File: src/scl_pkg.sv
package scl_pkg;

   localparam int CLK_PERIOD_NS   = 4;
   // least times round up to whole cycles
   localparam int SPI_HALF_NS     = 500;
   localparam int SPI_HALF_CYC    =
      (SPI_HALF_NS + CLK_PERIOD_NS - 1) / CLK_PERIOD_NS;
   localparam int TWI_QUARTER_NS  = 2500;
   localparam int TWI_QUARTER_CYC =
      (TWI_QUARTER_NS + CLK_PERIOD_NS - 1) / CLK_PERIOD_NS;
   localparam int ACK_WAIT_NS     = 2000;
   localparam int ACK_WAIT_CYC    =
      (ACK_WAIT_NS + CLK_PERIOD_NS - 1) / CLK_PERIOD_NS;
   localparam int NUM_CH          = 16;
   localparam int CH_IDX_W        = 4;
   localparam int CH_SPAN         = 80;
   // dwell must exceed the transmitter's whole channel loop
   localparam int DWELL_CYC       = (NUM_CH + 1) * ACK_WAIT_CYC;
   localparam int LF_TICK_NS      = 30517;
   localparam int LF_TICK_CYC     = LF_TICK_NS / CLK_PERIOD_NS;

   localparam logic [15:0] PEER_TIMEOUT_TICKS  = 16'h4000;
   localparam logic [15:0] AUDIO_TIMEOUT_TICKS = 16'h8000;
   localparam logic [15:0] WAKE_PERIOD_TICKS   = 16'h2000;

   localparam int NCFG            = 4;
   localparam int SPI_CMD_BITS    = 24;
   localparam int SPI_TOTAL_BITS  = SPI_CMD_BITS + 8 * (NCFG + 1);
   localparam logic [23:0] SPI_RD_HDR = 24'h030000;
   localparam logic [7:0]  MEM_MARK   = 8'ha5;
   localparam logic [7:0]  TWI_DEV_RD = 8'ha1;
   localparam int CTRL_SLEEP_EN   = 0;

   typedef struct packed {
      logic [7:0] ctrl;
      logic [7:0] hop3;
      logic [7:0] hop2;
      logic [7:0] hop1;
   } scl_cfg_s;

   // hop parameter defaults 0x01, 0x12, 0x05; sleep timers off
   localparam scl_cfg_s CFG_DEFAULT = '{ctrl: 8'h00, hop3: 8'h05,
                                        hop2: 8'h12, hop1: 8'h01};

   typedef struct packed {
      logic search;
      logic ack;
      logic start;
   } scl_rf_ev_s;

   typedef enum logic [2:0] {
      ST_SPI_LOAD   = 3'b000,
      ST_TWI_LOAD   = 3'b001,
      ST_LOCATE     = 3'b010,
      ST_SYNC       = 3'b011,
      ST_IDLE       = 3'b100,
      ST_POWER_DOWN = 3'b101
   } scl_state_e;

   typedef enum logic [1:0] {
      TW_IDLE  = 2'b00,
      TW_START = 2'b01,
      TW_BITS  = 2'b10,
      TW_STOP  = 2'b11
   } scl_twi_e;

   // first byte read from memory lands in hop1
   function automatic scl_cfg_s bytes_to_cfg(input logic [31:0] b);
      return '{ctrl: b[7:0], hop3: b[15:8], hop2: b[23:16],
               hop1: b[31:24]};
   endfunction : bytes_to_cfg

   function automatic logic [6:0] hop_channel(input scl_cfg_s c,
                                              input logic [3:0] idx);
      logic [15:0] sum;
      sum = 16'(c.hop1) + 16'(idx) * 16'(c.hop2) + 16'(c.hop3);
      return 7'(sum % 16'(CH_SPAN));
   endfunction : hop_channel

endpackage : scl_pkg

File: src/scl_clkdiv.sv
`timescale 1ns/100ps
module scl_clkdiv
   import scl_pkg::*;
#(
   parameter int DIV = 2
) (
   input  wire logic CLK_SYS,  // system clock
   input  wire logic RESET,    // async reset, high
   output logic      EN        // one-cycle pulse every DIV cycles
);
   localparam int W = $clog2(DIV + 1);
   localparam logic [W-1:0] LAST = W'(DIV - 1);

   logic [W-1:0] cnt;

   always_ff @(posedge CLK_SYS or posedge RESET) begin
      if (RESET) begin
         cnt <= '0;
         EN  <= 1'b0;
      end else begin
         cnt <= (cnt == LAST) ? '0 : cnt + 1'b1;
         EN  <= (cnt == LAST);
      end
   end

endmodule : scl_clkdiv

File: src/scl_twi_rd.sv
`timescale 1ns/100ps
module scl_twi_rd
   import scl_pkg::*;
(
   input  wire logic            CLK_SYS,    // system clock
   input  wire logic            RESET,      // async reset, high
   input  wire logic            TICK,       // quarter-bit enable
   input  wire logic            START,      // begin probe and read
   input  wire logic            SDA_IN,     // data line level
   output logic                 SCL_OE,     // pull clock low
   output logic                 SDA_OE,     // pull data low
   output logic                 DONE,       // one-cycle end pulse
   output logic                 FOUND,      // memory acknowledged
   output logic [8*NCFG-1:0]    DATA        // bytes, first one high
);
   scl_twi_e    st;
   logic [1:0]  q;
   logic [3:0]  bitn;
   logic [2:0]  byten;
   logic [7:0]  shreg;

   wire addr_phase = (byten == 3'd0);
   wire ack_slot   = (bitn == 4'd8);
   wire last_byte  = (byten == 3'(NCFG));
   wire end_bytes  = ack_slot && ((addr_phase && !FOUND) || last_byte);

   always_ff @(posedge CLK_SYS or posedge RESET) begin
      if (RESET) begin
         st     <= TW_IDLE;
         q      <= 2'd0;
         bitn   <= 4'd0;
         byten  <= 3'd0;
         shreg  <= 8'h00;
         SCL_OE <= 1'b0;
         SDA_OE <= 1'b0;
         DONE   <= 1'b0;
         FOUND  <= 1'b0;
         DATA   <= '0;
      end else begin
         DONE <= 1'b0;
         if (st == TW_IDLE) begin
            if (START) begin
               st    <= TW_START;
               q     <= 2'd0;
               FOUND <= 1'b0;
               shreg <= TWI_DEV_RD;
               bitn  <= 4'd0;
               byten <= 3'd0;
            end
         end else if (TICK) begin
            q <= q + 2'd1;
            unique case (st)
               TW_START: begin
                  if (q == 2'd0) SDA_OE <= 1'b1;
                  if (q == 2'd1) begin
                     SCL_OE <= 1'b1;
                     st     <= TW_BITS;
                     q      <= 2'd0;
                  end
               end
               TW_BITS: begin
                  unique case (q)
                     2'd0: begin
                        if (addr_phase && !ack_slot)
                           SDA_OE <= ~shreg[7];
                        else if (ack_slot && !addr_phase)
                           SDA_OE <= !last_byte;  // nak on last byte
                        else
                           SDA_OE <= 1'b0;
                     end
                     2'd1: SCL_OE <= 1'b0;
                     2'd2: begin
                        if (addr_phase && ack_slot)
                           FOUND <= !SDA_IN;
                        else if (addr_phase)
                           shreg <= {shreg[6:0], 1'b0};
                        else if (!ack_slot)
                           DATA <= {DATA[8*NCFG-2:0], SDA_IN};
                     end
                     2'd3: begin
                        SCL_OE <= 1'b1;
                        if (ack_slot) begin
                           bitn  <= 4'd0;
                           byten <= byten + 3'd1;
                           if (end_bytes) st <= TW_STOP;
                        end else begin
                           bitn <= bitn + 4'd1;
                        end
                     end
                  endcase
               end
               TW_STOP: begin
                  if (q == 2'd0) SDA_OE <= 1'b1;
                  if (q == 2'd1) SCL_OE <= 1'b0;
                  if (q == 2'd2) SDA_OE <= 1'b0;
                  if (q == 2'd3) begin
                     DONE <= 1'b1;
                     st   <= TW_IDLE;
                  end
               end
               default: st <= TW_IDLE;
            endcase
         end
      end
   end

endmodule : scl_twi_rd

File: src/scl_top.sv
`timescale 1ns/100ps
//
// Contract
// - bias pin high resets; configure after release
// - probe SPI memory first after reset
// - answering memory supplies all register values
// - no SPI answer: retry on 2-wire master
// - loaded values replace initial register contents
// - otherwise keep hard-coded initial values
// - then start link setup; role from pin
// - idle only while linked and hopping synchronized
// - link break restarts link-locate on both sides
// - channel set from three hop parameters
// - transmitter cycles channels sending search packets
// - one search per channel, then fixed wait
// - transmitter: acknowledge moves locate to sync
// - receiver dwells per channel beyond loop time
// - receiver answers one acknowledge, enters sync
// - transmitter sends start condition for hopping
// - first hop channel is the locate channel
// - power-down stops engine; only sleep timers run
// - timer expiry or pin wakes; restart link
// - sleep timers return to power-down on no peer/audio
// - SPI load at 1 MHz, mode 0
// - 2-wire load at 100 kHz
// - master SPI pins high in reset; others inputs
module scl_top
   import scl_pkg::*;
#(
   parameter int DWELL  = DWELL_CYC,    // receiver dwell, cycles
   parameter int LF_DIV = LF_TICK_CYC   // low-rate tick divide
) (
   input  wire logic       CLK_SYS,              // 250 MHz clock
   input  wire logic       RESET,                // power-on reset
   input  wire logic       BIAS_RESET_PIN,       // high forces reset
   input  wire logic       ROLE_SELECT,          // 1 transmitter role
   output logic            MASTER_CHIP_SELECT_N, // memory select
   output logic            MASTER_SERIAL_CLOCK,  // memory clock
   output logic            MASTER_DATA_OUT,      // memory data out
   input  wire logic       MASTER_DATA_IN,       // memory data in
   output logic            TWI_SCL_OUT_EN,       // pull clock low
   output logic            TWI_SDA_OUT_EN,       // pull data low
   input  wire logic       TWI_SDA_IN,           // data line level
   input  wire logic       CFG_WR,               // slave port write
   input  wire logic [1:0] CFG_IDX,              // byte index
   input  wire logic [7:0] CFG_DATA,             // byte value
   output scl_cfg_s        CFG,                  // live configuration
   output logic            CFG_DONE,             // load finished
   output logic            PINS_OUT_EN,          // other pins may drive
   input  scl_rf_ev_s      RF_RX,                // received packets
   output scl_rf_ev_s      RF_TX,                // packet send pulses
   input  wire logic       LINK_LOST,            // link broke
   input  wire logic       HOP_STEP,             // next hop slot
   output logic [6:0]      RF_CHANNEL,           // radio channel
   output logic            HOP_RUN,              // hopping engine on
   output logic            QOS_RUN,              // service engine on
   output scl_state_e      LINK_STATE,           // controller state
   input  wire logic       AUDIO_PRESENT,        // audio detected
   input  wire logic       WAKE_PIN,             // external wake event
   input  wire logic       POWER_TOGGLE_PIN      // receiver power pin
);
   localparam logic [15:0] ACK_LOAD   = 16'(ACK_WAIT_CYC - 1);
   localparam logic [15:0] DWELL_LOAD = 16'(DWELL - 1);
   localparam logic [6:0]  SPI_LAST   = 7'(SPI_TOTAL_BITS - 1);

   // pin reset joins power-on reset; core stays in reset until both are low
   wire core_rst = RESET | BIAS_RESET_PIN;

   scl_state_e                state;
   scl_state_e                next_state;
   scl_cfg_s                  next_cfg;
   logic                      spi_en;
   logic                      twi_tick;
   logic                      lf_en;
   logic                      spi_started;
   logic                      spi_done;
   logic [6:0]                spi_cnt;
   logic [SPI_CMD_BITS-1:0]   spi_out;
   logic [SPI_TOTAL_BITS-1:0] spi_in;
   logic                      twi_start;
   logic                      twi_done;
   logic                      twi_found;
   logic [8*NCFG-1:0]         twi_data;
   logic [CH_IDX_W-1:0]       ch_idx;
   logic [15:0]               link_cnt;
   logic [15:0]               lf_cnt;
   logic                      tog_prev;
   logic                      tog_armed;

   scl_clkdiv #(.DIV(SPI_HALF_CYC)) u_spi_div (
      .CLK_SYS (CLK_SYS),
      .RESET   (core_rst),
      .EN      (spi_en)
   );

   scl_clkdiv #(.DIV(TWI_QUARTER_CYC)) u_twi_div (
      .CLK_SYS (CLK_SYS),
      .RESET   (core_rst),
      .EN      (twi_tick)
   );

   // stands in for the low-frequency oscillator in power-down
   scl_clkdiv #(.DIV(LF_DIV)) u_lf_div (
      .CLK_SYS (CLK_SYS),
      .RESET   (core_rst),
      .EN      (lf_en)
   );

   scl_twi_rd u_twi (
      .CLK_SYS (CLK_SYS),
      .RESET   (core_rst),
      .TICK    (twi_tick),
      .START   (twi_start),
      .SDA_IN  (TWI_SDA_IN),
      .SCL_OE  (TWI_SCL_OUT_EN),
      .SDA_OE  (TWI_SDA_OUT_EN),
      .DONE    (twi_done),
      .FOUND   (twi_found),
      .DATA    (twi_data)
   );

   // decoding of events and timers
   wire tx_role     = ROLE_SELECT;
   wire mark_ok     = (spi_in[8*NCFG+7:8*NCFG] == MEM_MARK);
   wire spi_loaded  = spi_done && mark_ok;
   wire twi_loaded  = twi_done && twi_found;
   wire sleep_en    = CFG.ctrl[CTRL_SLEEP_EN];
   wire in_search   = (state == ST_LOCATE) || (state == ST_SYNC);
   wire peer_expire = sleep_en && in_search
                      && (lf_cnt == PEER_TIMEOUT_TICKS);
   wire audio_expire = sleep_en && (state == ST_IDLE)
                      && (lf_cnt == AUDIO_TIMEOUT_TICKS);
   wire wake_expire = (lf_cnt == WAKE_PERIOD_TICKS);
   wire pwr_toggle  = tog_armed && !tx_role
                      && (POWER_TOGGLE_PIN != tog_prev);
   wire state_chg   = (next_state != state);
   wire enter_loc   = state_chg && (next_state == ST_LOCATE);
   wire chan_step   = (state == ST_LOCATE) && !state_chg
                      && (link_cnt == 16'h0000);
   wire hop_adv     = (state == ST_IDLE) && HOP_STEP && !state_chg;
   wire sync_go     = tx_role ? 1'b1 : RF_RX.start;
   wire [CH_IDX_W-1:0] ch_next = ch_idx + 1'b1;

   always_comb begin
      next_state = state;
      unique case (state)
         ST_SPI_LOAD:
            if (spi_done)
               next_state = mark_ok ? ST_LOCATE : ST_TWI_LOAD;
         ST_TWI_LOAD:
            if (twi_done) next_state = ST_LOCATE;
         ST_LOCATE:
            if (peer_expire)
               next_state = ST_POWER_DOWN;
            else if (tx_role ? RF_RX.ack : RF_RX.search)
               next_state = ST_SYNC;
         ST_SYNC:
            if (peer_expire)
               next_state = ST_POWER_DOWN;
            else if (sync_go)
               next_state = ST_IDLE;
            else if (link_cnt == 16'h0000)
               next_state = ST_LOCATE;
         ST_IDLE:
            if (LINK_LOST)
               next_state = ST_LOCATE;
            else if (audio_expire)
               next_state = ST_POWER_DOWN;
         ST_POWER_DOWN:
            if (wake_expire || WAKE_PIN)
               next_state = ST_LOCATE;
         default: next_state = ST_SPI_LOAD;
      endcase
      if (pwr_toggle && CFG_DONE)
         next_state = (state == ST_POWER_DOWN) ? ST_LOCATE
                                               : ST_POWER_DOWN;
   end

   // SPI load beats 2-wire load beats slave write; slave writes only after the load phase
   always_comb begin
      next_cfg = CFG;
      if (spi_loaded)
         next_cfg = bytes_to_cfg(spi_in[8*NCFG-1:0]);
      else if (twi_loaded)
         next_cfg = bytes_to_cfg(twi_data);
      else if (CFG_WR && CFG_DONE)
         next_cfg[8*CFG_IDX +: 8] = CFG_DATA;
   end

   always_ff @(posedge CLK_SYS or posedge core_rst) begin
      if (core_rst) begin
         state     <= ST_SPI_LOAD;
         CFG       <= CFG_DEFAULT;
         CFG_DONE  <= 1'b0;
         twi_start <= 1'b0;
      end else begin
         state     <= next_state;
         CFG       <= next_cfg;
         CFG_DONE  <= CFG_DONE || (state_chg && next_state == ST_LOCATE);
         twi_start <= spi_done && !mark_ok;
      end
   end

   // mode 0: data set on falling edge, sampled on rising edge
   always_ff @(posedge CLK_SYS or posedge core_rst) begin
      if (core_rst) begin
         MASTER_CHIP_SELECT_N <= 1'b1;
         MASTER_SERIAL_CLOCK  <= 1'b1;
         MASTER_DATA_OUT      <= 1'b1;
         spi_started <= 1'b0;
         spi_done    <= 1'b0;
         spi_cnt     <= 7'd0;
         spi_out     <= SPI_RD_HDR;
         spi_in      <= '0;
      end else begin
         spi_done <= 1'b0;
         if (state == ST_SPI_LOAD && spi_en && !spi_done) begin
            if (!spi_started) begin
               spi_started          <= 1'b1;
               MASTER_SERIAL_CLOCK  <= 1'b0;
               MASTER_CHIP_SELECT_N <= 1'b0;
               MASTER_DATA_OUT      <= spi_out[SPI_CMD_BITS-1];
               spi_out              <= spi_out << 1;
            end else if (!MASTER_SERIAL_CLOCK) begin
               MASTER_SERIAL_CLOCK <= 1'b1;
               spi_in <= {spi_in[SPI_TOTAL_BITS-2:0], MASTER_DATA_IN};
            end else if (!MASTER_CHIP_SELECT_N) begin
               MASTER_SERIAL_CLOCK <= 1'b0;
               MASTER_DATA_OUT     <= spi_out[SPI_CMD_BITS-1];
               spi_out             <= spi_out << 1;
               spi_cnt             <= spi_cnt + 7'd1;
               if (spi_cnt == SPI_LAST) begin
                  MASTER_CHIP_SELECT_N <= 1'b1;
                  spi_done             <= 1'b1;
               end
            end
         end
      end
   end

   // channel walk and per-channel timers
   always_ff @(posedge CLK_SYS or posedge core_rst) begin
      if (core_rst) begin
         ch_idx     <= '0;
         link_cnt   <= 16'h0000;
         RF_CHANNEL <= 7'h00;
         RF_TX      <= '0;
      end else begin
         RF_TX.search <= chan_step && tx_role;
         RF_TX.ack    <= (state == ST_LOCATE) && !tx_role
                         && RF_RX.search;
         RF_TX.start  <= (state == ST_SYNC) && tx_role;
         if (enter_loc) begin
            ch_idx   <= '1;          // first step wraps to channel 0
            link_cnt <= 16'h0000;
         end else if (chan_step) begin
            ch_idx     <= ch_next;
            RF_CHANNEL <= hop_channel(CFG, ch_next);
            link_cnt   <= tx_role ? ACK_LOAD : DWELL_LOAD;
         end else if (state_chg && next_state == ST_SYNC) begin
            link_cnt <= DWELL_LOAD;  // sync gives up after one dwell
         end else if (hop_adv) begin
            ch_idx     <= ch_next;   // hopping starts at locate channel
            RF_CHANNEL <= hop_channel(CFG, ch_next);
         end else if (link_cnt != 16'h0000) begin
            link_cnt <= link_cnt - 16'h0001;
         end
      end
   end

   // sleep timers count low-rate ticks; restart on every state change
   always_ff @(posedge CLK_SYS or posedge core_rst) begin
      if (core_rst) begin
         lf_cnt    <= 16'h0000;
         tog_prev  <= 1'b0;
         tog_armed <= 1'b0;
      end else begin
         tog_prev  <= POWER_TOGGLE_PIN;
         tog_armed <= 1'b1;
         if (state_chg || (state == ST_IDLE && AUDIO_PRESENT))
            lf_cnt <= 16'h0000;
         else if (lf_en && lf_cnt != 16'hffff)
            lf_cnt <= lf_cnt + 16'h0001;
      end
   end

   assign QOS_RUN     = (state != ST_POWER_DOWN);
   assign HOP_RUN     = (state == ST_IDLE);
   assign PINS_OUT_EN = CFG_DONE;
   assign LINK_STATE  = state;

endmodule : scl_top

File: config.mk
export PLATFORM = sky130hd
export DESIGN_NAME = scl_top
export DESIGN_NICKNAME = d
export VERILOG_FILES = /design/src/scl_pkg.sv /design/src/scl_clkdiv.sv /design/src/scl_twi_rd.sv /design/src/scl_top.sv
export SDC_FILE = /design/constraint.sdc
export NUM_CORES = 1
export LEC_CHECK = 0
export ABC_AREA = 1
export BUFFER_PORTS_ARGS = -buffer_cell sky130_fd_sc_hd__buf_2
export CORE_MARGIN = 2
export CORE_UTILIZATION = 39
export CTS_CLUSTER_DIAMETER = 30
export CTS_CLUSTER_SIZE = 24
export DETAILED_ROUTE_END_ITERATION = 8
export GPL_TIMING_DRIVEN = 1
export PLACE_DENSITY = 0.56
export SYNTH_ARGS = -nofsm -noshare
export SYNTH_HDL_FRONTEND = slang
export SYNTH_SLANG_ARGS = --single-unit
File: constraint.sdc
create_clock -name CLK_SYS -period 15.3 [get_ports CLK_SYS]
set_clock_uncertainty 0.2 [all_clocks]
set_input_delay 0.765 -clock CLK_SYS [delete_from_list [all_inputs] [get_ports CLK_SYS]]
set_output_delay 0.765 -clock CLK_SYS [all_outputs]
set_load 0.01 [all_outputs]
==> impl_table.tex, run 1 <==
\begin{tabular}{lr}
\hline
Metric & Value \\
\hline
\multicolumn{2}{l}{\textbf{Detailed routing}} \\
Drt pass-1 iters & 5 \\
Wire length after detailed routing & 32.2 mm \\
Residual antenna-violating net count after detailed routing & 0 \\
Detailed-route DRC error count & 0 \\
Detailed-route wire length per cell & 14.2 µm \\
Violation count after the first detailed-route iteration & 649 \\
Via Count & 10974 \\
Vias per cell & 4.84 \\
\multicolumn{2}{l}{\textbf{Timing}} \\
Sum of negative setup slack & 0 ns \\
Slew @ Worst Pin & 1.06 ns \\
RSZ-0062 raised after global routing & no \\
Final-report max-slew violation count & 0 \\
Headroom to the max-slew limit & 0.289 \\
Fin crit period & 6.58 ns \\
Final hold violations & 0 \\
Post-route worst hold slack & 0.152 ns \\
Fraction of the cycle the final worst path needs & 0.430 \\
Maximum operating frequency & 152 MHz \\
Number of endpoints failing setup at the final stage & 0 \\
Post-route worst setup slack & 8.72 ns \\
\multicolumn{2}{l}{\textbf{Setup path}} \\
Worst endpoint required time & 15.52 ns \\
CP max stage delay & 0.55 ns \\
Startpoint of the worst setup timing path & ch\_idx[0] \\
Register-to-register setup slack & 8.72 ns \\
End of the worst register-to-register path & RF\_CHANNEL[4] \\
Endpoint kind of the worst setup timing path & flip-flop \\
Most numerous cell on the critical path & sky130\_fd\_sc\_hd\_\_nand2\_1 \\
Master of the slowest instance on the critical path & sky130\_fd\_sc\_hd\_\_fa\_1 \\
R2r worst-path depth & 41 \\
CP Max Fanout & 10 \\
Type of origin of the critical path & flip-flop \\
Critical path class & flip-flop to flip-flop \\
Critical path data arrival time & 6.80 ns \\
Critical Path End & RF\_CHANNEL[4] \\
Startpoint of the lowest-slack register-to-register path & ch\_idx[0] \\
\multicolumn{2}{l}{\textbf{Power and ir drop}} \\
Maximum ir drop on the vdd rail & 117 µV \\
Static leakage & 7.98 nW \\
Ratio of total power to cell area & 120 mW/mm² \\
\multicolumn{2}{l}{\textbf{Yosys}} \\
Share of synthesized flip-flops with an asynchronous set or reset & 1.00 \\
Synthesized-area fraction occupied by xor and xnor cells & 0.0245 \\
Share of synthesized cell area in and, or, nand and nor gates & 0.237 \\
Fraction of synthesized area in multiplexers & 0 \\
Largest family of logic cells by synthesized area & simple AND/OR/NAND/NOR gates \\
Netlist area before placement & 0.0133 mm² \\
Leading post-synthesis cells by instance count & 361 x sky130\_fd\_sc\_hd\_\_nand2\_1, 291 x sky130\_fd\_sc\_hd\_\_inv\_1, 223 x sky130\_fd\_sc\_hd\_\_dfrtp\_1 \\
Dominant register cell in the synthesized netlist & sky130\_fd\_sc\_hd\_\_dfrtp\_1 \\
Dominant cells by area after synthesis & sky130\_fd\_sc\_hd\_\_dfrtp\_1 42\%, sky130\_fd\_sc\_hd\_\_nand2\_1 10\%, sky130\_fd\_sc\_hd\_\_inv\_1 8.2\% \\
Proportion of synthesized chip area in sequential cells & 0.441 \\
Dominant cell by count in the synthesized netlist & sky130\_fd\_sc\_hd\_\_nand2\_1 \\
Count of cell types in the netlist & 51 \\
Synthesized flop and latch total & 233 \\
Number of enable-type register cells in the synthesized netlist & 0 \\
Dominant cell type by area after synthesis & sky130\_fd\_sc\_hd\_\_dfrtp\_1 \\
Synthesized-area fraction occupied by adder cells & 0.0829 \\
Proportion of netlist area held by the largest area contributor & 0.421 \\
Net Count, Synth & 1766 \\
Synth Instances & 1670 \\
Avg Inst Size Synth & 7.93 µm² \\
Yosys warning total & 0 \\
Fraction of the mapped netlist area in compound gates & 0.116 \\
\multicolumn{2}{l}{\textbf{Clocking}} \\
Root Buffer & sky130\_fd\_sc\_hd\_\_clkbuf\_16 \\
Clock latency reported for the late side of the worst-skew pair & 0.54 ns \\
Setup fix buffers added after clock tree synthesis & 0 \\
Hold-fix buffers at CTS & 0 \\
Clock transition at the registers of the reported paths & 0.04 ns \\
Clock Sink Count & 233 \\
Count of instances resized after the clock tree is built & 0 \\
TritonCTS Buffers & 55 \\
Buffers from clock root to sink, at most & 3 \\
H-tree lvl count & 2 \\
TritonCTS clock tree & yes \\
\multicolumn{2}{l}{\textbf{Global routing}} \\
GRT Resource Usage Total & 0.189 \\
Fraction of met1 tracks used by global routing & 0.246 \\
Maximum number of pins on one net before global-route repair & 168 \\
GRT met2 Usage & 0.313 \\
Initial antenna violation count & 1 \\
Wire length of the first global-routing pass & 55.2 mm \\
Global route total overflow & 0 \\
Vias in the first global route & 11262 \\
Busiest grt layer & met2 \\
GRT met3 Usage & 0.0391 \\
\multicolumn{2}{l}{\textbf{Layout}} \\
Number of inserted diodes & 0 \\
Area of the multi-input gates & 0.00613 mm² \\
Layout filler cell count & 3314 \\
Non-filler cells in the finished layout & 2269 \\
Share of post-route cells with drive strength above 1 & 0.142 \\
Area growth from synthesis to layout & 22.2\% \\
Area of all placed cells without fillers & 0.0162 mm² \\
Net count, final & 1873 \\
Storage cell area & 0.00584 mm² \\
\multicolumn{2}{l}{\textbf{Outcome}} \\
Run status & completed \\
\multicolumn{2}{l}{\textbf{Floorplanning}} \\
Core footprint & 0.0335 mm² \\
Cell Rows & 67 \\
Overall die area & 0.0355 mm² \\
Effective utilization at floorplan & 0.395 \\
Vertical extent of the die & 188 µm \\
Die W & 188 µm \\
Number of top-level design ports & 79 \\
\multicolumn{2}{l}{\textbf{Min path}} \\
Tightest Hold Check Type & input pin to flip-flop \\
\multicolumn{2}{l}{\textbf{Run}} \\
Max-cap violations & 0 \\
\multicolumn{2}{l}{\textbf{Place}} \\
Place WS & 8.76 ns \\
Instance area after placement & 0.0141 mm² \\
RD Place Congestion & 0.880 \\
Placed wire-length estimate after detailed placement & 23.3 mm \\
Number of buffers added on ports & 78 \\
Instance count after placement with tap cells included & 2168 \\
\hline
\end{tabular}
area by class of cell:
class	instances	share of cell area
Timing Repair Buffer	84	0.0277
Sequential cell	233	0.361
Multi-Input combinational cell	1097	0.378
Tap cell	448	0.0346
Inverter	306	0.0709
Clock inverter	35	0.0338
Clock buffer	66	0.0939
metal layers:
metal / wire, µm / up-vias
met5: 13 / -
met4: 905 / 2
met3: 1540 / 62
met2: 14900 / 177
met1: 14900 / 5157
li1: - / 5576
worst min-delay path by stage:
| stage | start | endpoint | slack (ns) | depth (start not counted) |
|---|---|---|---|---|
| detailed placement | spi_out[16] | spi_out[16] | 0.25 | 2 |
| floorplan | spi_out[16] | spi_out[16] | 0.23 | 2 |
| global placement | spi_out[16] | spi_out[16] | 0.24 | 2 |
| finish | POWER_TOGGLE_PIN | tog_prev | 0.15 | 1 |
| global route | POWER_TOGGLE_PIN | tog_prev | 0.14 | 1 |
| CTS | POWER_TOGGLE_PIN | tog_prev | 0.13 | 1 |
power by group:
group / switching (mW) / internal (mW)
registers: 0.000108 / 0.619
logic: 0.0210 / 0.00569
clock network: 0.356 / 0.934
total: 0.377 / 1.56
registers in the layout (all words and copies together) (netlist names), 3 cells and up:
name / count
spi_in: 40
u_twi.bitn: 4
RF_CHANNEL: 7
RF_TX: 3
spi_cnt: 7
u_twi.DATA: 32
u_lf_div.cnt: 13
u_twi.shreg: 8
u_twi_div.cnt: 10
CFG: 32
u_spi_div.cnt: 7
link_cnt: 16
u_twi.byten: 3
LINK_STATE: 3
spi_out: 8
ch_idx: 4
lf_cnt: 16
per-stage QoR:
step,utilization,power [mW]
floorplan,-,0.643
global placement,0.421,0.656
detailed placement,0.421,0.656
CTS,0.483,1.96
global route,0.483,2.00
finish,0.483,1.94
cells by family after synthesis:
| kind of cell | count (synthesis) |
|---|---|
| AO/OA/AOI/OAI | 281 |
| XOR/XNOR | 37 |
| adder cells (fa/ha/maj) | 71 |
| buffers and inverters | 340 |
| flip-flops | 233 |
| other | 1 |
| AND/OR/NAND/NOR | 707 |
placed cells by master (no fill, tap or decap), types with 26 or more instances in the layout:
master	n
sky130_fd_sc_hd__nand2_1	361
sky130_fd_sc_hd__inv_1	291
sky130_fd_sc_hd__dfrtp_1	223
sky130_fd_sc_hd__o21ai_0	145
sky130_fd_sc_hd__nor2_1	128
sky130_fd_sc_hd__buf_2	78
sky130_fd_sc_hd__nand3_1	63
sky130_fd_sc_hd__a21oi_1	60
sky130_fd_sc_hd__clkbuf_16	57
sky130_fd_sc_hd__ha_1	43
sky130_fd_sc_hd__nor3_1	39
sky130_fd_sc_hd__nand4_1	31
sky130_fd_sc_hd__o22ai_1	30
sky130_fd_sc_hd__nand2_2	28
sky130_fd_sc_hd__fa_1	28
sky130_fd_sc_hd__xor2_1	26
worst max-delay path: cells and delay by family, from the launching register on:
family	cells	cell delay [ns]
DFF	1	0.50
buffers and inverters	4	0.42
adders and majority gates	4	2.07
AOI/OAI and AO/OA	1	0.21
and+or+nand+nor	32	3.07
No activity file was read; power rests on OpenSTA's default activity.
==> inputs of run 2 (changes only) <==
--- a/config.mk
+++ b/config.mk
@@ -5,7 +5,7 @@
 export SDC_FILE = /design/constraint.sdc
 export NUM_CORES = 1
 export LEC_CHECK = 0
-export ABC_AREA = 1
+export ABC_AREA = 0
 export BUFFER_PORTS_ARGS = -buffer_cell sky130_fd_sc_hd__buf_2
 export CORE_MARGIN = 2
 export CORE_UTILIZATION = 39
@@ -13,7 +13,7 @@
 export CTS_CLUSTER_SIZE = 24
 export DETAILED_ROUTE_END_ITERATION = 8
 export GPL_TIMING_DRIVEN = 1
-export PLACE_DENSITY = 0.56
+export PLACE_DENSITY = 0.54
 export SYNTH_ARGS = -nofsm -noshare
 export SYNTH_HDL_FRONTEND = slang
 export SYNTH_SLANG_ARGS = --single-unit
==> constraint.sdc (replaced) <==
create_clock -name CLK_SYS -period 6.08 [get_ports CLK_SYS]
set_clock_uncertainty 0.2 [all_clocks]
set_input_delay 0.304 -clock CLK_SYS [delete_from_list [all_inputs] [get_ports CLK_SYS]]
set_output_delay 0.304 -clock CLK_SYS [all_outputs]
set_load 0.01 [all_outputs]
==> run 2 against run 1 <==
  * Design area up 7.3%
  * First-iteration DRC count down 7.2%
  * Core utilization up 3.9 points
  * Cell count down 11%
  * Non-clock buffer count up 96
  * Global-route usage up 0.15 points
  * Clock-buffer cell count up 4
  * Via count down 5.7%
  * Maximum frequency up 9.4%
  * Die area down 1.3%
  * Worst setup slack worse by 8.7 ns
  * Critical path type unchanged
  * Highest routed layer unchanged
==> impl_table.tex, run 2 <==
\begin{tabular}{lr}
\hline
Metric & Value \\
\hline
\multicolumn{2}{l}{\textbf{Outcome}} \\
Run status & completed \\
\multicolumn{2}{l}{\textbf{Clocking}} \\
Clock transition at the registers of the reported paths & 0.05 ns \\
TritonCTS Buffers & 60 \\
Clock Sink Count & 233 \\
H-tree lvl count & 2 \\
Root Buffer & sky130\_fd\_sc\_hd\_\_clkbuf\_16 \\
Buffers from clock root to sink, at most & 3 \\
TritonCTS clock tree & yes \\
Clock latency reported for the late side of the worst-skew pair & 0.60 ns \\
\multicolumn{2}{l}{\textbf{Power and ir drop}} \\
Reg power frac & 0.306 \\
Ratio of total power to cell area & 293 mW/mm² \\
Static leakage & 8.05 nW \\
Pwr Total & 5.09 mW \\
Clk network pwr share & 0.680 \\
Int Power & 4.02 mW \\
Maximum ir drop on the vdd rail & 249 µV \\
Switching share of power & 0.210 \\
Logic gate share of total power & 0.014 \\
Net Switching & 1.07 mW \\
\multicolumn{2}{l}{\textbf{Yosys}} \\
Number of enable-type register cells in the synthesized netlist & 0 \\
Leading post-synthesis cells by instance count & 223 x sky130\_fd\_sc\_hd\_\_dfrtp\_1, 136 x sky130\_fd\_sc\_hd\_\_nor2\_1, 123 x sky130\_fd\_sc\_hd\_\_nand2\_1 \\
Dominant cell type by area after synthesis & sky130\_fd\_sc\_hd\_\_dfrtp\_1 \\
Avg Inst Size Synth & 9.89 µm² \\
Dominant register cell in the synthesized netlist & sky130\_fd\_sc\_hd\_\_dfrtp\_1 \\
Synth Instances & 1321 \\
Count of cell types in the netlist & 80 \\
Proportion of netlist area held by the largest area contributor & 0.427 \\
Dominant cells by area after synthesis & sky130\_fd\_sc\_hd\_\_dfrtp\_1 43\%, sky130\_fd\_sc\_hd\_\_mux2\_2 7.4\%, sky130\_fd\_sc\_hd\_\_fa\_1 4.3\% \\
Netlist area before placement & 0.0131 mm² \\
Share of synthesized flip-flops with an asynchronous set or reset & 1.00 \\
Net Count, Synth & 1417 \\
Proportion of synthesized chip area in sequential cells & 0.447 \\
Dominant cell by count in the synthesized netlist & sky130\_fd\_sc\_hd\_\_dfrtp\_1 \\
Synthesized flop and latch total & 233 \\
Yosys warning total & 0 \\
\multicolumn{2}{l}{\textbf{Timing}} \\
Number of endpoints failing setup at the final stage & 0 \\
Final-report max-slew violation count & 0 \\
Slew @ Worst Pin & 1.08 ns \\
RSZ-0062 raised after global routing & yes \\
Sum of negative setup slack & 0 ns \\
Maximum operating frequency & 166 MHz \\
Final hold violations & 0 \\
Post-route worst hold slack & 0.0531 ns \\
Fin crit period & 6.01 ns \\
Post-route worst setup slack & 0.0678 ns \\
Fraction of the cycle the final worst path needs & 0.989 \\
Headroom to the max-slew limit & 0.280 \\
\multicolumn{2}{l}{\textbf{Setup path}} \\
Critical path class & flip-flop to flip-flop \\
Startpoint of the lowest-slack register-to-register path & ch\_idx[1] \\
Critical path data arrival time & 6.31 ns \\
Master of the slowest instance on the critical path & sky130\_fd\_sc\_hd\_\_fa\_1 \\
Worst endpoint required time & 6.37 ns \\
Total buffers and inverters traversed by the critical path & 7 \\
Type of origin of the critical path & flip-flop \\
R2r worst-path depth & 25 \\
End of the worst register-to-register path & RF\_CHANNEL[6] \\
CP Max Fanout & 8 \\
Register-to-register setup slack & 0.07 ns \\
Dominant delay contributor by cell family on the critical path & compound AO/OA/AOI/OAI gates \\
CP max stage delay & 0.51 ns \\
Endpoint kind of the worst setup timing path & flip-flop \\
\multicolumn{2}{l}{\textbf{Detailed routing}} \\
Drt pass-1 iters & 6 \\
Detailed-route wire length per cell & 16.2 µm \\
Vias per cell & 5.14 \\
Wire length after detailed routing & 32.6 mm \\
Detailed-route DRC error count & 0 \\
Residual antenna-violating net count after detailed routing & 0 \\
Violation count after the first detailed-route iteration & 602 \\
Via Count & 10349 \\
\multicolumn{2}{l}{\textbf{Floorplanning}} \\
Number of top-level design ports & 79 \\
Cell Rows & 67 \\
Core footprint & 0.0333 mm² \\
Die W & 187 µm \\
Effective utilization at floorplan & 0.393 \\
Overall die area & 0.0350 mm² \\
Vertical extent of the die & 187 µm \\
\multicolumn{2}{l}{\textbf{Layout}} \\
Leading cell type in the layout, fill and taps excluded & sky130\_fd\_sc\_hd\_\_dfrtp\_1 \\
Storage cell area & 0.00584 mm² \\
Layout filler cell count & 3059 \\
Registers with the highest flip-flop counts & spi\_in x40, CFG x32, u\_twi.DATA x32 \\
Commonest cells after routing, fill and taps aside & 223 x sky130\_fd\_sc\_hd\_\_dfrtp\_1, 133 x sky130\_fd\_sc\_hd\_\_nor2\_1, 118 x sky130\_fd\_sc\_hd\_\_nand2\_1 \\
Number of inserted diodes & 0 \\
Fin util & 0.522 \\
Share of post-route cells with drive strength above 1 & 0.303 \\
Net count, final & 1610 \\
Area of the multi-input gates & 0.00718 mm² \\
Area growth from synthesis to layout & 33.0\% \\
Number of flip-flops under the largest register name & 40 \\
Register with the most flip-flops & spi\_in \\
\multicolumn{2}{l}{\textbf{Global routing}} \\
Fraction of met1 tracks used by global routing & 0.268 \\
Global route total overflow & 0 \\
GRT met3 Usage & 0.0353 \\
Wire length of the first global-routing pass & 55.0 mm \\
Busiest grt layer & met2 \\
GRT met2 Usage & 0.297 \\
Vias in the first global route & 10633 \\
Maximum number of pins on one net before global-route repair & 183 \\
GRT Resource Usage Total & 0.190 \\
Initial antenna violation count & 2 \\
\multicolumn{2}{l}{\textbf{Run}} \\
Max-cap violations & 0 \\
\multicolumn{2}{l}{\textbf{Place}} \\
Placed wire-length estimate after detailed placement & 22.0 mm \\
Number of buffers added on ports & 78 \\
Place WS & -0.262 ns \\
RD Place Congestion & 0.796 \\
\multicolumn{2}{l}{\textbf{Min path}} \\
Startpoint of the worst hold path & CFG\_WR \\
Tightest Hold Check Type & input pin to flip-flop \\
Worst hold path cell count & 5 \\
Capture endpoint of the worst hold path & CFG[16] \\
\hline
\end{tabular}
run 2: cell count changes after synthesis, moves of 28 or more:
cell,delta
sky130_fd_sc_hd__mux2_2,+86
sky130_fd_sc_hd__o21ai_0,-64
sky130_fd_sc_hd__a22oi_1,+31
sky130_fd_sc_hd__nand3_1,-32
sky130_fd_sc_hd__nand2_1,-238
sky130_fd_sc_hd__nand2_2,-28
sky130_fd_sc_hd__inv_1,-213
run 2: how the worst max path moves through the flow:
stage / from / end / slack (ns) / cells past startpoint
after global routing: ch_idx[0] / RF_CHANNEL[6] / -0.16 / 25
final: ch_idx[1] / RF_CHANNEL[6] / 0.07 / 25
after CTS: ch_idx[1] / RF_CHANNEL[4] / -0.04 / 22
after floorplan: ch_idx[0] / RF_CHANNEL[4] / 0.07 / 19
after detailed placement: ch_idx[0] / RF_CHANNEL[6] / -0.26 / 19
after global placement: ch_idx[0] / RF_CHANNEL[4] / -0.14 / 19
run 2: kinds of logic after synthesis:
kind of cell,count (synthesis),synth area share
AND/OR/NAND/NOR,452,0.166
AO/OA/AOI/OAI,285,0.146
flip-flops,233,0.447
buffers and inverters,127,0.0377
multiplexers,89,0.0764
adder cells (fa/ha/maj),71,0.0841
XOR/XNOR,63,0.0428
other,1,0.000287
run 2: per-layer routing:
metal	vias to the layer above	wire, µm	share of wire
met5	-	13	0.00040
met4	2	731	0.022
met3	60	1150	0.035
met2	163	14900	0.46
met1	5076	15800	0.48
li1	5048	-	-
run 2: worst reg2reg max path: cells and delay by family (launching register included):
| kind | cells | cell delay (ns) |
|---|---|---|
| XOR/XNOR | 1 | 0.19 |
| AND/OR/NAND/NOR | 4 | 0.55 |
| AO/OA/AOI/OAI | 8 | 1.89 |
| adder cells (fa/ha/maj) | 5 | 1.87 |
| flip-flops | 1 | 0.42 |
| buffers and inverters | 7 | 0.81 |
run 2: cell type report:
type                       instances  share of cell area
multi-input combinational        961               0.413
clock inverter                    44              0.0366
tap                              448              0.0322
inverter                          78              0.0168
timing repair buffer             180              0.0727
sequential                       233               0.336
clock buffer                      70              0.0926
run 2: what timing repair did:
item / CTS / global route
pin swaps: 19 / 64
resized for setup: 28 / 72
hold buffers: 9 / 0
hold endpoints to repair: 31 / 0
buffers inserted: 2 / 20
gates cloned: 0 / 0
setup endpoints to repair: 3 / 3
run 2: power by group through the flow:
| stage | Clock, mW | Combinational [mW] | Sequential [mW] |
|---|---|---|---|
| final | 3.46 | 0.0693 | 1.56 |
| after global routing | 3.61 | 0.0795 | 1.56 |
| after CTS | 3.53 | 0.0723 | 1.56 |
| after detailed placement | 0 | 0.0668 | 1.58 |
| after global placement | 0 | 0.0669 | 1.58 |
| after floorplan | 0 | 0.0341 | 1.58 |
run 2: per-stage QoR:
| stage | cell area (µm²) | cells |
|---|---|---|
| after global routing | 17400 | 2014 |
| after CTS | 16900 | 1994 |
| after floorplan | 13100 | 1321 |
| after global placement | 14400 | 1869 |
| final | 17400 | 2014 |
| after detailed placement | 14400 | 1869 |
==> inputs of run 3 (changes only) <==
--- a/config.mk
+++ b/config.mk
@@ -14,6 +14,7 @@
 export DETAILED_ROUTE_END_ITERATION = 8
 export GPL_TIMING_DRIVEN = 1
 export PLACE_DENSITY = 0.54
+export RECOVER_POWER = 50
 export SYNTH_ARGS = -nofsm -noshare
 export SYNTH_HDL_FRONTEND = slang
 export SYNTH_SLANG_ARGS = --single-unit
==> run 3 against run 2 <==
  * The run now ends with max-capacitance violations, max-slew violations left
  * Critical path depth did not move
  * Die area did not move
  * Design area fell by 0.55%
  * Largest cell class unchanged
  * Highest routed layer unchanged
==> impl_table.tex, run 3 (synthesis results as in run 2) <==
\begin{tabular}{lr}
\hline
Metric & Value \\
\hline
\multicolumn{2}{l}{\textbf{Outcome}} \\
Run status & complete, but fails checks \\
Violated checks & max-capacitance violations, max-slew violations \\
\multicolumn{2}{l}{\textbf{Detailed routing}} \\
Detailed-route wire length per cell & 16.2 µm \\
Wire length after detailed routing & 32.6 mm \\
Via Count & 10356 \\
Detailed-route DRC error count & 0 \\
Drt pass-1 iters & 6 \\
Violation count after the first detailed-route iteration & 602 \\
Vias per cell & 5.14 \\
Residual antenna-violating net count after detailed routing & 0 \\
\multicolumn{2}{l}{\textbf{Global routing}} \\
Maximum number of pins on one net before global-route repair & 183 \\
Initial antenna violation count & 2 \\
Wire length of the first global-routing pass & 55.0 mm \\
Global route total overflow & 0 \\
Vias in the first global route & 10633 \\
GRT Resource Usage Total & 0.190 \\
\multicolumn{2}{l}{\textbf{Setup path}} \\
Startpoint of the lowest-slack register-to-register path & ch\_idx[1] \\
Endpoint kind of the worst setup timing path & flip-flop \\
R2r worst-path depth & 25 \\
Critical path data arrival time & 6.31 ns \\
Worst endpoint required time & 6.37 ns \\
Startpoint of the worst setup timing path & ch\_idx[1] \\
CP Max Fanout & 8 \\
Critical path class & flip-flop to flip-flop \\
Type of origin of the critical path & flip-flop \\
\multicolumn{2}{l}{\textbf{Clocking}} \\
TritonCTS Buffers & 60 \\
Clock latency reported for the late side of the worst-skew pair & 0.60 ns \\
Clock transition at the registers of the reported paths & 0.05 ns \\
Root Buffer & sky130\_fd\_sc\_hd\_\_clkbuf\_16 \\
TritonCTS clock tree & yes \\
Clock Sink Count & 233 \\
Buffers from clock root to sink, at most & 3 \\
H-tree lvl count & 2 \\
\multicolumn{2}{l}{\textbf{Layout}} \\
Area of the multi-input gates & 0.00717 mm² \\
Commonest cells after routing, fill and taps aside & 223 x sky130\_fd\_sc\_hd\_\_dfrtp\_1, 134 x sky130\_fd\_sc\_hd\_\_nor2\_1, 118 x sky130\_fd\_sc\_hd\_\_nand2\_1 \\
Net count, final & 1610 \\
Storage cell area & 0.00584 mm² \\
Number of flip-flops under the largest register name & 40 \\
Area growth from synthesis to layout & 32.3\% \\
Register with the most flip-flops & spi\_in \\
Non-filler cells in the finished layout & 2014 \\
Share of post-route cells with drive strength above 1 & 0.274 \\
Registers with the highest flip-flop counts & spi\_in x40, CFG x32, u\_twi.DATA x32 \\
Number of inserted diodes & 0 \\
Leading cell type in the layout, fill and taps excluded & sky130\_fd\_sc\_hd\_\_dfrtp\_1 \\
Layout filler cell count & 3087 \\
\multicolumn{2}{l}{\textbf{Floorplanning}} \\
Effective utilization at floorplan & 0.393 \\
Core footprint & 0.0333 mm² \\
Overall die area & 0.0350 mm² \\
Cell Rows & 67 \\
Die W & 187 µm \\
Number of top-level design ports & 79 \\
Vertical extent of the die & 187 µm \\
\multicolumn{2}{l}{\textbf{Timing}} \\
Fraction of the cycle the final worst path needs & 0.990 \\
Headroom to the max-slew limit & -1.97 \\
Slew @ Worst Pin & 4.46 ns \\
Final-report max-slew violation count & 210 \\
Fin crit period & 6.02 ns \\
Final hold violations & 0 \\
Maximum operating frequency & 166 MHz \\
Number of endpoints failing setup at the final stage & 0 \\
RSZ-0062 raised after global routing & yes \\
\multicolumn{2}{l}{\textbf{Power and ir drop}} \\
Pwr Total & 5.09 mW \\
Ratio of total power to cell area & 294 mW/mm² \\
Static leakage & 7.86 nW \\
Maximum ir drop on the vdd rail & 249 µV \\
\multicolumn{2}{l}{\textbf{Min path}} \\
Tightest Hold Check Type & input pin to flip-flop \\
Worst hold path cell count & 5 \\
Startpoint of the worst hold path & CFG\_WR \\
\multicolumn{2}{l}{\textbf{Place}} \\
Placed wire-length estimate after detailed placement & 22.0 mm \\
RD Place Congestion & 0.796 \\
Number of buffers added on ports & 78 \\
Instance count after placement with tap cells included & 1869 \\
\multicolumn{2}{l}{\textbf{Run}} \\
Max-cap violations & 2 \\
\hline
\end{tabular}
==> run 3: cell count changes in the layout (fill, tap and decap cells not counted), moves of 2 or more <==
| cell | change |
|---|---|
| sky130_fd_sc_hd__buf_2 | -40 |
| sky130_fd_sc_hd__buf_4 | -2 |
| sky130_fd_sc_hd__clkbuf_1 | +43 |
| sky130_fd_sc_hd__buf_12 | -2 |
| sky130_fd_sc_hd__and2_0 | +2 |
| sky130_fd_sc_hd__and2_1 | -2 |
==> run 3: area by class of cell <==
cell class,instances,area share
clock buffers,70,0.0932
clock inverters,44,0.0368
inverters,78,0.0169
multi-input cells,961,0.415
flip-flops and latches,233,0.338
well taps,448,0.0324
repair buffers,180,0.0680
==> run 3: worst paths after layout <==
| kind | to | slack (ns) |
|---|---|---|
| setup / recovery | RF_CHANNEL[6] | 0.06 |
| hold / removal | CFG[16] | 0.05 |
| setup reg to reg | RF_CHANNEL[6] | 0.06 |
| hold reg to reg | u_twi.shreg[3] | 0.27 |
| max in group asynchronous | spi_in[31] | 1.06 |
| min in group asynchronous | u_twi_div.EN | 0.74 |
==> run 3: what timing repair did <==
action                                  4_1_cts  5_1_grt
pin swaps                                    19       64
endpoints found under the setup margin        3        3
endpoints found under the hold margin        31        0
hold buffers                                  9        0
resized for setup                            28       72
buffers inserted                              2       20
==> run 3: metrics by stage <==
| step | hold slack, ns | setup WS [ns] | area, µm² | util | setup TNS (ns) |
|---|---|---|---|---|---|
| global placement | 0.239 | -0.142 | 14400 | 0.433 | -0.300 |
| finish | 0.0519 | 0.0632 | 17300 | 0.519 | 0 |
| detailed placement | 0.245 | -0.262 | 14400 | 0.433 | -0.762 |
| global route | 0.0919 | -0.160 | 17300 | 0.519 | -0.448 |
| floorplan | 0.135 | 0.0736 | 13100 | - | 0 |
| CTS | 0.0264 | -0.0354 | 16900 | 0.509 | -0.0354 |
==> run 3: report_power, final <==
part	switching, mW	internal (mW)
logic	0.0504	0.0150
registers	0.000517	1.56
clock network	1.01	2.45
==> run 3: worst max-delay path: stages (launching register included) <==
cell	delay [ns]
sky130_fd_sc_hd__dfrtp_1	0.42
sky130_fd_sc_hd__ha_4	0.20
sky130_fd_sc_hd__xor2_4	0.19
sky130_fd_sc_hd__buf_6	0.13
sky130_fd_sc_hd__and2_4	0.15
sky130_fd_sc_hd__fa_1	0.49
sky130_fd_sc_hd__inv_2	0.04
sky130_fd_sc_hd__fa_1	0.44
sky130_fd_sc_hd__fa_1	0.51
sky130_fd_sc_hd__inv_2	0.05
sky130_fd_sc_hd__ha_4	0.23
sky130_fd_sc_hd__buf_6	0.13
sky130_fd_sc_hd__nand3_4	0.07
sky130_fd_sc_hd__o211ai_1	0.13
sky130_fd_sc_hd__buf_4	0.16
sky130_fd_sc_hd__o311ai_4	0.37
sky130_fd_sc_hd__o211ai_4	0.19
sky130_fd_sc_hd__o32a_1	0.39
sky130_fd_sc_hd__buf_4	0.15
sky130_fd_sc_hd__o211ai_1	0.16
sky130_fd_sc_hd__nor2_2	0.09
sky130_fd_sc_hd__o311a_1	0.35
sky130_fd_sc_hd__buf_4	0.15
sky130_fd_sc_hd__or2_4	0.24
sky130_fd_sc_hd__a211o_1	0.24
sky130_fd_sc_hd__o221ai_2	0.06
==> run 3: per-layer routing <==
metal / routed length, µm / vias to the layer above / part of all wire / GRT usage
met5: 13 / - / 0.00040 / 0
met4: 709 / 2 / 0.022 / 0.0601
met3: 1180 / 58 / 0.036 / 0.0353
met2: 15000 / 162 / 0.46 / 0.297
met1: 15700 / 5084 / 0.48 / 0.268
li1: - / 5050 / - / -
